--- src/mpc_pkg.sv ---
package mpc_pkg;

    localparam logic [7:0] ADDR_CFG      = 8'h12;
    localparam logic [7:0] ADDR_INT_STAT = 8'h20;
    localparam logic [7:0] ADDR_INT_EN   = 8'h21;
    localparam logic [7:0] ADDR_INT_CLR  = 8'h22;
    localparam logic [7:0] ADDR_FAULT    = 8'h23;
    localparam logic [7:0] ADDR_LEAD     = 8'h24;

    localparam int BIT_DUTY_REDUCE = 7;
    localparam int BIT_HALL_INV = 5;
    localparam int BIT_INTERP   = 4;
    localparam int BIT_LOCK_LF  = 2;
    localparam int BIT_OC_LF    = 1;

    localparam logic [7:0] CFG_RESET     = 8'h10;
    localparam logic [7:0] CFG_WRITABLE  = 8'hB6;

    localparam int IRQ_OC_SET   = 0;
    localparam int IRQ_LOCK_SET = 1;
    localparam int IRQ_LATCHED  = 2;
    localparam logic [7:0] IRQ_MASK = 8'h07;

    localparam int DUTY_W = 8;
    localparam logic [7:0] OC_DUTY_LIMIT = 8'h80;

    typedef struct packed {
        logic [7:0] address;
        logic       read;
        logic       write;
        logic [31:0] writedata;
    } mpc_bus_req_t;

    typedef struct packed {
        logic [31:0] readdata;
        logic        waitrequest;
    } mpc_bus_rsp_t;

endpackage

--- src/mpc_fault_latch.sv ---
`timescale 1ns/1ps
module mpc_fault_latch (
    input  wire logic clk_sys,
    input  wire logic rst,
    input  wire logic fault,
    input  wire logic latch_en,
    input  wire logic reinit,
    output logic      latched,
    output logic      disable_out
);
    typedef struct packed {
        logic q;
    } mpc_fl_state_t;

    mpc_fl_state_t st;
    mpc_fl_state_t next_st;

    always_comb begin
        next_st = st;
        // a fault in the reinit cycle still latches: set beats clear
        if (reinit) begin
            next_st.q = 1'b0;
        end
        if (fault && latch_en) begin
            next_st.q = 1'b1;
        end
    end

    always_ff @(posedge clk_sys) begin
        if (rst) begin
            st <= '0;
        end else begin
            st <= next_st;
        end
    end

    assign latched     = st.q;
    // fault response: outputs off while the fault is present or while the latch is set
    assign disable_out = st.q | fault;
endmodule

--- src/mpc_motor_protect_config_reg.sv ---
`timescale 1ns/1ps
module mpc_motor_protect_config_reg #(
    parameter int DUTY_W = mpc_pkg::DUTY_W
) (
    input  wire logic                  clk_sys,
    input  wire logic                  rst,
    input  wire logic [7:0]            avs_address,
    input  wire logic                  avs_read,
    input  wire logic                  avs_write,
    input  wire logic [31:0]           avs_writedata,
    output logic [31:0]                avs_readdata,
    output logic                       avs_waitrequest,
    input  wire logic                  otp_load,
    input  wire logic [7:0]            otp_value,
    input  wire logic [2:0]            hall_in,
    input  wire logic                  overcurrent_in,
    input  wire logic                  rotor_lock_in,
    input  wire logic [DUTY_W-1:0]     duty_in,
    input  wire logic [DUTY_W-1:0]     lead_angle_comp_setting,
    input  wire logic                  reinit,
    output logic [2:0]                 hall_out,
    output logic [DUTY_W-1:0]          duty_out,
    output logic [2*DUTY_W-1:0]        lead_angle,
    output logic                       outputs_disable,
    output logic                       irq
);
    typedef struct packed {
        logic [7:0]          cfg;
        logic [2:0]          hall_s1;
        logic [2:0]          hall_s2;
        logic [1:0]          oc_s;
        logic [1:0]          lock_s;
        logic                oc_prev;
        logic                lock_prev;
        logic [7:0]          int_stat;
        logic [7:0]          int_en;
        logic                ack;
        logic [31:0]         rdata;
        logic [2:0]          hall_q;
        logic [DUTY_W-1:0]   duty_q;
        logic [2*DUTY_W-1:0] lead_q;
        logic                dis_q;
        logic                irq_q;
        logic                latch_prev;
    } mpc_state_t;

    mpc_state_t st;
    mpc_state_t next_st;

    logic oc_latched;
    logic oc_disable;
    logic lock_latched;
    logic lock_disable;

    function automatic logic [31:0] mpc_zext8(input logic [7:0] v);
        mpc_zext8 = {24'h000000, v};
    endfunction

    mpc_fault_latch u_oc_latch (
        .clk_sys     (clk_sys),
        .rst         (rst),
        .fault       (st.oc_s[1]),
        .latch_en    (st.cfg[mpc_pkg::BIT_OC_LF]),
        .reinit      (reinit),
        .latched     (oc_latched),
        .disable_out (oc_disable)
    );

    mpc_fault_latch u_lock_latch (
        .clk_sys     (clk_sys),
        .rst         (rst),
        .fault       (st.lock_s[1]),
        .latch_en    (st.cfg[mpc_pkg::BIT_LOCK_LF]),
        .reinit      (reinit),
        .latched     (lock_latched),
        .disable_out (lock_disable)
    );

    always_comb begin
        logic [7:0]  ev;
        logic [7:0]  clr;
        logic        is_wr;
        logic        is_rd;
        ev    = 8'h00;
        clr   = 8'h00;
        // writes land on the acknowledge edge; read data is loaded on the
        // request edge so it stands while waitrequest is low
        is_wr = avs_write && st.ack;
        is_rd = avs_read && !st.ack;
        next_st = st;

        // two-flop synchronisers for pins
        next_st.hall_s1 = hall_in;
        next_st.hall_s2 = st.hall_s1;
        next_st.oc_s    = {st.oc_s[0], overcurrent_in};
        next_st.lock_s  = {st.lock_s[0], rotor_lock_in};
        next_st.oc_prev   = st.oc_s[1];
        next_st.lock_prev = st.lock_s[1];

        // one-cycle answer: waitrequest low one cycle after request
        next_st.ack = (avs_read || avs_write) && !st.ack;
        next_st.latch_prev = oc_latched | lock_latched;

        if (otp_load) begin
            next_st.cfg = otp_value & mpc_pkg::CFG_WRITABLE;
        end
        if (is_wr) begin
            case (avs_address)
                mpc_pkg::ADDR_CFG: begin
                    next_st.cfg = avs_writedata[7:0]
                                  & mpc_pkg::CFG_WRITABLE;
                end
                mpc_pkg::ADDR_INT_EN: begin
                    next_st.int_en = avs_writedata[7:0] & mpc_pkg::IRQ_MASK;
                end
                mpc_pkg::ADDR_INT_CLR: begin
                    clr = avs_writedata[7:0];
                end
                default: begin
                    next_st.int_en = next_st.int_en;
                end
            endcase
        end

        if (is_rd) begin
            case (avs_address)
                mpc_pkg::ADDR_CFG:      next_st.rdata = mpc_zext8(st.cfg);
                mpc_pkg::ADDR_INT_STAT: next_st.rdata = mpc_zext8(st.int_stat);
                mpc_pkg::ADDR_INT_EN:   next_st.rdata = mpc_zext8(st.int_en);
                mpc_pkg::ADDR_FAULT: begin
                    next_st.rdata = {30'h0000000, lock_latched, oc_latched};
                end
                mpc_pkg::ADDR_LEAD: begin
                    next_st.rdata = 32'(st.lead_q);
                end
                default:                next_st.rdata = 32'h00000000;
            endcase
        end

        // events: rising edges of faults and entry into latch-off
        ev[mpc_pkg::IRQ_OC_SET]   = st.oc_s[1] && !st.oc_prev;
        ev[mpc_pkg::IRQ_LOCK_SET] = st.lock_s[1] && !st.lock_prev;
        ev[mpc_pkg::IRQ_LATCHED]  = (oc_latched | lock_latched)
                                    && !st.latch_prev;
        // set wins over clear
        next_st.int_stat = (st.int_stat & ~clr) | ev;
        next_st.irq_q    = |(next_st.int_stat & next_st.int_en);

        next_st.hall_q = st.cfg[mpc_pkg::BIT_HALL_INV]
                         ? ~st.hall_s2 : st.hall_s2;

        if (st.cfg[mpc_pkg::BIT_DUTY_REDUCE] && st.oc_s[1]
            && duty_in > DUTY_W'(mpc_pkg::OC_DUTY_LIMIT)) begin
            next_st.duty_q = DUTY_W'(mpc_pkg::OC_DUTY_LIMIT);
        end else begin
            next_st.duty_q = duty_in;
        end

        if (st.cfg[mpc_pkg::BIT_INTERP]) begin
            next_st.lead_q = duty_in * lead_angle_comp_setting;
        end else begin
            // fixed angle: setting scaled as full duty
            next_st.lead_q = {lead_angle_comp_setting,
                              {DUTY_W{1'b0}}};
        end

        next_st.dis_q = oc_disable | lock_disable;
    end

    always_ff @(posedge clk_sys) begin
        if (rst) begin
            st       <= '0;
            st.cfg   <= mpc_pkg::CFG_RESET;
        end else begin
            st <= next_st;
        end
    end

    assign avs_readdata    = st.rdata;
    assign avs_waitrequest = !st.ack;
    assign hall_out        = st.hall_q;
    assign duty_out        = st.duty_q;
    assign lead_angle      = st.lead_q;
    assign outputs_disable = st.dis_q;
    assign irq             = st.irq_q;
endmodule

--- config.mk ---
export PLATFORM = sky130hd
export DESIGN_NAME = mpc_motor_protect_config_reg
export DESIGN_NICKNAME = d
export VERILOG_FILES = /design/src/mpc_pkg.sv /design/src/mpc_fault_latch.sv /design/src/mpc_motor_protect_config_reg.sv
export SDC_FILE = /design/constraint.sdc
export NUM_CORES = 1
export LEC_CHECK = 0
export ABC_AREA = 1
export BUFFER_PORTS_ARGS = -buffer_cell sky130_fd_sc_hd__buf_4
export CORE_ASPECT_RATIO = 1.2
export CORE_MARGIN = 5
export CORE_UTILIZATION = 60
export CTS_CLUSTER_DIAMETER = 80
export DETAILED_ROUTE_END_ITERATION = 10
export PLACE_DENSITY_LB_ADDON = 0.1
export SLEW_MARGIN = 40
export SYNTH_ARGS = -nofsm -noshare
export SYNTH_HDL_FRONTEND = slang
export SYNTH_SLANG_ARGS = --single-unit
--- constraint.sdc ---
create_clock -name clk_sys -period 7.5 [get_ports clk_sys]
set_input_delay 1.5 -clock clk_sys [delete_from_list [all_inputs] [get_ports clk_sys]]
set_output_delay 1.5 -clock clk_sys [all_outputs]
set_load 0.02 [all_outputs]
==> results of run 1 <==
layout make-up:
| cell class | instances | area [um^2] | area share, % |
|---|---|---|---|
| Clock inverter | 7 | 63.8 | 0.954 |
| Sequential cell | 85 | 1700 | 25.4 |
| Multi-Input combinational cell | 511 | 3190 | 47.7 |
| Clock buffer | 9 | 225 | 3.37 |
| Tap cell | 126 | 158 | 2.36 |
| Timing Repair Buffer | 93 | 698 | 10.4 |
| Inverter | 173 | 649 | 9.71 |
synthesized netlist by cell type:
cell,number
or2_2,3
inv_1,171
nand3_2,1
nor2_2,2
o21bai_1,1
and2_4,1
nand4_1,19
nor2_1,82
clkbuf_1,23
o211ai_1,2
buf_6,3
inv_2,2
nor3_4,2
buf_4,62
fa_1,36
dfxtp_1,85
nand2_1,171
nor3_1,5
xor2_1,2
ha_1,36
buf_1,2
nand2_4,2
nor4_1,1
nor2_4,2
nand3_1,48
conb_1,1
nor2_8,1
nand3b_1,1
a21oi_1,34
buf_2,4
o21ai_0,22
nand2_2,4
xnor2_1,4
a21o_1,1
o21ai_1,2
a32o_1,2
a31oi_1,7
and3_1,1
state kept, by name (all words and copies together) (netlist names):
signal                flops
avs_readdata             16
next_st                   7
outputs_disable           1
duty_out                  8
irq                       1
st                       31
hall_out                  3
lead_angle               16
u_lock_latch.latched      1
u_oc_latch.latched        1
path summary, 6_finish.rpt:
kind | startpoint | to | slack (ns)
hold reg to reg | next_st[85] | st[85] | 0.40
setup reg to reg | st[62] | irq | 5.74
setup / recovery | lead_angle_comp_setting[7] | lead_angle[11] | 2.60
hold / removal | next_st[85] | st[85] | 0.40
routing by layer:
layer | global-route usage (%) | wire [um]
met4 | 9.35 | 383
met5 | 0 | 0
met3 | 3.46 | 672
met1 | 25.4 | 5200
met2 | 43.2 | 7320
report_power, final:
part           switching (uW)  leakage, uW  internal (uW)
combinational             368      0.00298            232
sequential               24.8     0.000697            491
clock                     191     0.000136            232
stage by stage:
stage          total power (uW)  utilization [%]  setup WS (ns)  std cells  hold slack [ns]
4_1_cts                    1550             66.8           2.59       1004            0.404
6_report                   1540             66.8           2.60       1004            0.400
3_5_place_dp               1130             63.9           2.25        988            0.395
2_1_floorplan              1010                -           2.44        863            0.388
5_1_grt                    1670             66.8           2.33       1004            0.425
3_3_place_gp               1120             63.9           2.30        988            0.390
critical path, stage by stage:
cell and delay, ns:
buf_4 0.15, nand2_1 0.07, inv_1 0.06, fa_1 0.52
fa_1 0.52, fa_1 0.56, inv_1 0.06, fa_1 0.53
inv_1 0.04, ha_1 0.34, a21oi_1 0.18, o21ai_0 0.14
nor2_1 0.17, nor2_1 0.05, nand3b_1 0.15, nand2_1 0.08
inv_1 0.03
kinds of logic after synthesis:
kind of cell	Yosys count
other	1
AND/OR/NAND/NOR	346
XOR/XNOR	6
flip-flops	85
AO/OA/AOI/OAI	71
buffers and inverters	267
adder cells (fa/ha/maj)	72
layout by cell type (no fill, tap or decap), drive strengths merged:
| master | instances |
|---|---|
| inv | 177 |
| a21o | 1 |
| nand3 | 49 |
| a31oi | 7 |
| nor4 | 1 |
| clkbuf | 9 |
| fa | 36 |
| nand4 | 19 |
| a32o | 2 |
| xor2 | 2 |
| conb | 16 |
| a21oi | 34 |
| ha | 36 |
| dfxtp | 85 |
| o211ai | 2 |
| and3 | 1 |
| o21bai | 1 |
| or2 | 3 |
| nand2 | 177 |
| clkinv | 1 |
| o21ai | 24 |
| clkinvlp | 2 |
| nand3b | 1 |
| nor3 | 7 |
| buf | 93 |
| xnor2 | 4 |
| nor2 | 87 |
| and2 | 1 |
==> summary.txt, run 1 <==
Status
  – Status: finished clean

Final layout
  – # fillers: around 930
  – Inserted Diodes: 0
  – P&R area growth vs syn: 9.64%
  – Fraction of layout cells with a size suffix above 1: between 10% and 20%
  – Post-route cell area: 0.00669 mm^2
  – Final-stage net count: slightly above 1000

Logic synthesis
  – Simple-gate portion of the synthesized area: roughly 25%
  – Number of synthesized register bits: 85
  – Xor/xnor share of the synthesized area: less than 1%
  – Combinational family with the most area after synthesis: simple AND/OR/NAND/NOR gates
  – Compound-Gate Fraction of Synth Area: between 6 and 7%
  – Syn_area_per_cell: between 7 and 8 um^2
  – Synth Area in Adders: about a fifth
  – Yosys warnings: 0
  – Synthesized area: about 0.0061 mm^2
  – Post-synthesis mux area share: 0%
  – Ranking of synthesized cells by area: dfxtp_1 (28%), fa_1 (12%), inv_1 (11%)
  – Post-synthesis sequential area ratio: between 20% and 30%
  – Yosys top cell area share: roughly 28%
  – Gate Count Post-Synth: around 850
  – Leading area contributor after synthesis: dfxtp_1
  – Yosys cell types: 38

Die
  – Die area: 0.0123 mm^2
  – Chip height: around 120 um
  – Core area: around 0.01 mm^2
  – Starting Density: 61.0%
  – IO Pins: 137
  – FP Rows: 40
  – Die X-Extent: ~100 um

STA
  – Unrepaired setup endpoints after global routing: false
  – Fin Setup TNS: 0 ns
  – Minimum clock period: approximately 4.9 ns
  – Final Hold Vio Count: 0
  – Final Skew: 0.00872 ns
  – Measured slew at the worst slew-check pin: between 0.6 and 0.7 ns
  – Fmax: 204 MHz
  – Max-slew violation count: 0
  – Final Setup Violations: 0
  – Max_slew headroom: between 50% and 60%
  – Crit share post-route: 65.3%

Routing
  – Routed WL: 13600 um
  – WL per Instance: 13.5 um
  – Drt pass-1 iters: 4
  – DRT antenna net count: 0
  – DR DRC count: 0
  – Vias: 5062
  – Vias per inst: between 5 and 6
  – DRC marker count from the first detailed-route iteration: around 250

Min path
  – WHS Path Cells: 2
  – Hold Crit Class: flip-flop to flip-flop

Clocking
  – H-tree lvl count: 3
  – CTS buffer count: 9
  – Clock Tree Buf Depth: 2
  – Postcts setup bufs: 0
  – Clk sinks: 85
  – Clk Tree Root Cell: clkbuf_16
  – CTS tree: done
  – Post_cts resized: 0
  – Hold-fix buffers, CTS: 0
  – Reg clk slew, reported paths: ~0.070 ns
  – Clock Latency Late Sink: 0.34 ns

Critical path
  – Worst-path maximum fanout: 9
  – Worst R2R Path Depth: 9
  – Critical path class: primary input to flip-flop
  – Crit. End Element: flip-flop
  – Critical Path RT: just under 8 ns
  – CP Data Arrival Time: between 5 and 6 ns
  – Worst setup SP type: primary input

Pwr
  – Power per cell area: around 230 mW/mm^2
  – Pleak: roughly 0.0038 uW
  – VDD IR max: between 0.1 and 0.15 mV

Placement
  – DP HPWL: 10800 um
  – Final RePlAce weighted congestion: 0.873
  – Port Buf Inserts: 93
  – Placed cell areas: 0.00640 mm^2

GRT
  – Largest net degree at the start of global routing: 54
  – Initial antenna violation count: 0
  – GRT Resource Usage Total: between 20% and 30%
  – Vias in the first global route: a little over 5000
  – Gr ovfl total: 0
  – First-pass GRT wire length: 22600 um

Run
  – Maxcap violations: 0
(Power assumes the default switching activity.)
==> run 2, diff against run 1 <==
- CORE_UTILIZATION: 60 -> 50
- clock period: 7.5 -> 4.4 ns (I/O delays scaled with it)
==> summary.txt, run 2 (synthesis gave the netlist of run 1 again) <==
Critical path
  – Cell count along the critical path: 19
  – Worst-path maximum fanout: 5
  – Crit-path most repeated cell: nand2_1
  – Worst R2R Path Depth: 9
  – Slowest-stage cell, CP: fa_1
  – Buffers & Inverters on Critical Path: 5
  – CP Data Arrival Time: between 4 and 5 ns
  – Critical path class: primary input to flip-flop
  – Crit. End Element: flip-flop
  – Critical Path RT: approximately 4.6 ns
  – Critical path's top delay family: adder cells
  – CP peak stage delay: 0.54 ns
  – Worst-path cell chain: buf_4 > nand2_1 > inv_1 > fa_1 > fa_1 > fa_1 > inv_1 > fa_1 > inv_1 > ha_4 > a21o_1 > nor2_1 > nand2_1 > nand2_1 > nand2_1 > nand2_1 > nand3_1 > nand2_1 > inv_1
  – Worst setup SP type: primary input

Pwr
  – Pleak: ~0.004 uW
  – Power per cell area: a little under 400 mW/mm^2
  – VDD IR max: roughly 0.18 mV

Placement
  – DP HPWL: between 10000 and 15000 um
  – Port Buf Inserts: 93
  – Placement Setup Slack: -0.179 ns
  – Placed insts: 1053
  – Placed cell areas: roughly 0.0067 mm^2
  – Final RePlAce weighted congestion: 0.904

Routing
  – Vias per inst: around 5
  – Drt pass-1 iters: 5
  – Vias: about 5200
  – WL per Instance: approximately 14 um
  – Routed WL: about 15000 um
  – DRT antenna net count: 0
  – DRC marker count from the first detailed-route iteration: 309
  – DR DRC count: 0

Final layout
  – Final-stage net count: 1050
  – Most common cell after layout, fill and taps aside: inv_1
  – P&R area growth vs syn: 14.5%
  – Biggest register: st
  – Post-route cell area: between 0.006 and 0.007 mm^2
  – Commonest cells after routing, fill and taps aside: inv_1 (171), nand2_1 (170), buf_4 (123)
  – Max reg flops: 31
  – Fraction of layout cells with a size suffix above 1: between 10% and 20%
  – Final std cells w/o fill: around 1100
  – Inserted Diodes: 0

Clocking
  – Post_cts resized: 0
  – Postcts setup bufs: 0
  – CTS tree: done
  – Clk sinks: 85
  – Reg clk slew, reported paths: approximately 0.06 ns
  – Clk Tree Root Cell: clkbuf_16
  – Clock Latency Late Sink: about 0.33 ns
  – CTS buffer count: 9
  – Clock Tree Buf Depth: 2
  – Hold-fix buffers, CTS: 0
  – H-tree lvl count: 3

STA
  – Fmax: ~240 MHz
  – Crit share post-route: 94.2%
  – Measured slew at the worst slew-check pin: ~0.64 ns
  – Max-slew violation count: 0
  – Final Skew: 0.0107 ns
  – Final setup margin: roughly 0.26 ns
  – Final Setup Violations: 0
  – Minimum clock period: approximately 4.1 ns
  – Max_slew headroom: a little under three fifths
  – Final Hold Vio Count: 0
  – Unrepaired setup endpoints after global routing: false

GRT
  – First-pass GRT wire length: between 20000 and 25000 um
  – GRT met3 Usage: 3.41%
  – Initial antenna violation count: 0
  – M1 GR Usage: roughly 21%
  – Largest net degree at the start of global routing: 54
  – Vias in the first global route: about 5300
  – GRT Resource Usage Total: between 20% and 30%
  – Gr ovfl total: 0
  – GR peak layer: met2
  – Global Route met2 Usage: about two fifths

Min path
  – Hold Crit Class: flip-flop to flip-flop
  – WHS Path Cells: 2

Die
  – Core area: roughly 0.012 mm^2
  – Starting Density: 50.6%
  – Chip height: around 130 um
  – FP Rows: 44
  – Die X-Extent: roughly 110 um
  – Die area: roughly 0.015 mm^2
  – IO Pins: roughly 140

Status
  – Status: finished clean

Run
  – Maxcap violations: 0
==> run 2: metrics by stage <==
stage	power (uW)	hold WS [ns]	util [%]	TNS, ns
6_report	2780	0.402	58.0	0
5_1_grt	3010	0.433	58.0	0
4_1_cts	2730	0.404	57.6	0
3_5_place_dp	2030	0.395	55.3	-0.895
3_3_place_gp	2020	0.390	55.3	-0.724
2_1_floorplan	1720	0.388	-	0
==> run 2: cell type report <==
class | instances | area (um^2)
flip-flops and latches | 85 | 1700
inverters | 173 | 649
repair buffers | 123 | 923
clock buffers | 9 | 225
clock inverters | 6 | 45.0
multi-input cells | 511 | 3240
well taps | 161 | 201
fillers | 1174 | 5070
==> run 2: where the power goes <==
part | total [uW] | switching (uW) | internal, uW
sequential | 880 | 43.6 | 837
combinational | 1210 | 684 | 528
clock | 687 | 303 | 384
==> run 2: worst paths after layout <==
check | start | endpoint | slack (ns)
max reg2reg | st[62] | irq | 2.61
min reg2reg | next_st[86] | st[86] | 0.40
min | next_st[86] | st[86] | 0.40
max | duty_in[5] | lead_angle[14] | 0.26
==> run 2: tightest hold or removal path, stage by stage, from the launching register on <==
cell     delay [ns]
dfxtp_1        0.30
inv_1          0.04
nor2_1         0.03
==> run 2: routing by layer <==
metal  share of wire, %  vias to the layer above  wire, um
met5                  0                        -         0
met4                3.9                        0       561
met3                3.9                       34       564
met2                 55                      123      7950
met1                 38                     2464      5450
li1                   -                     2614         -
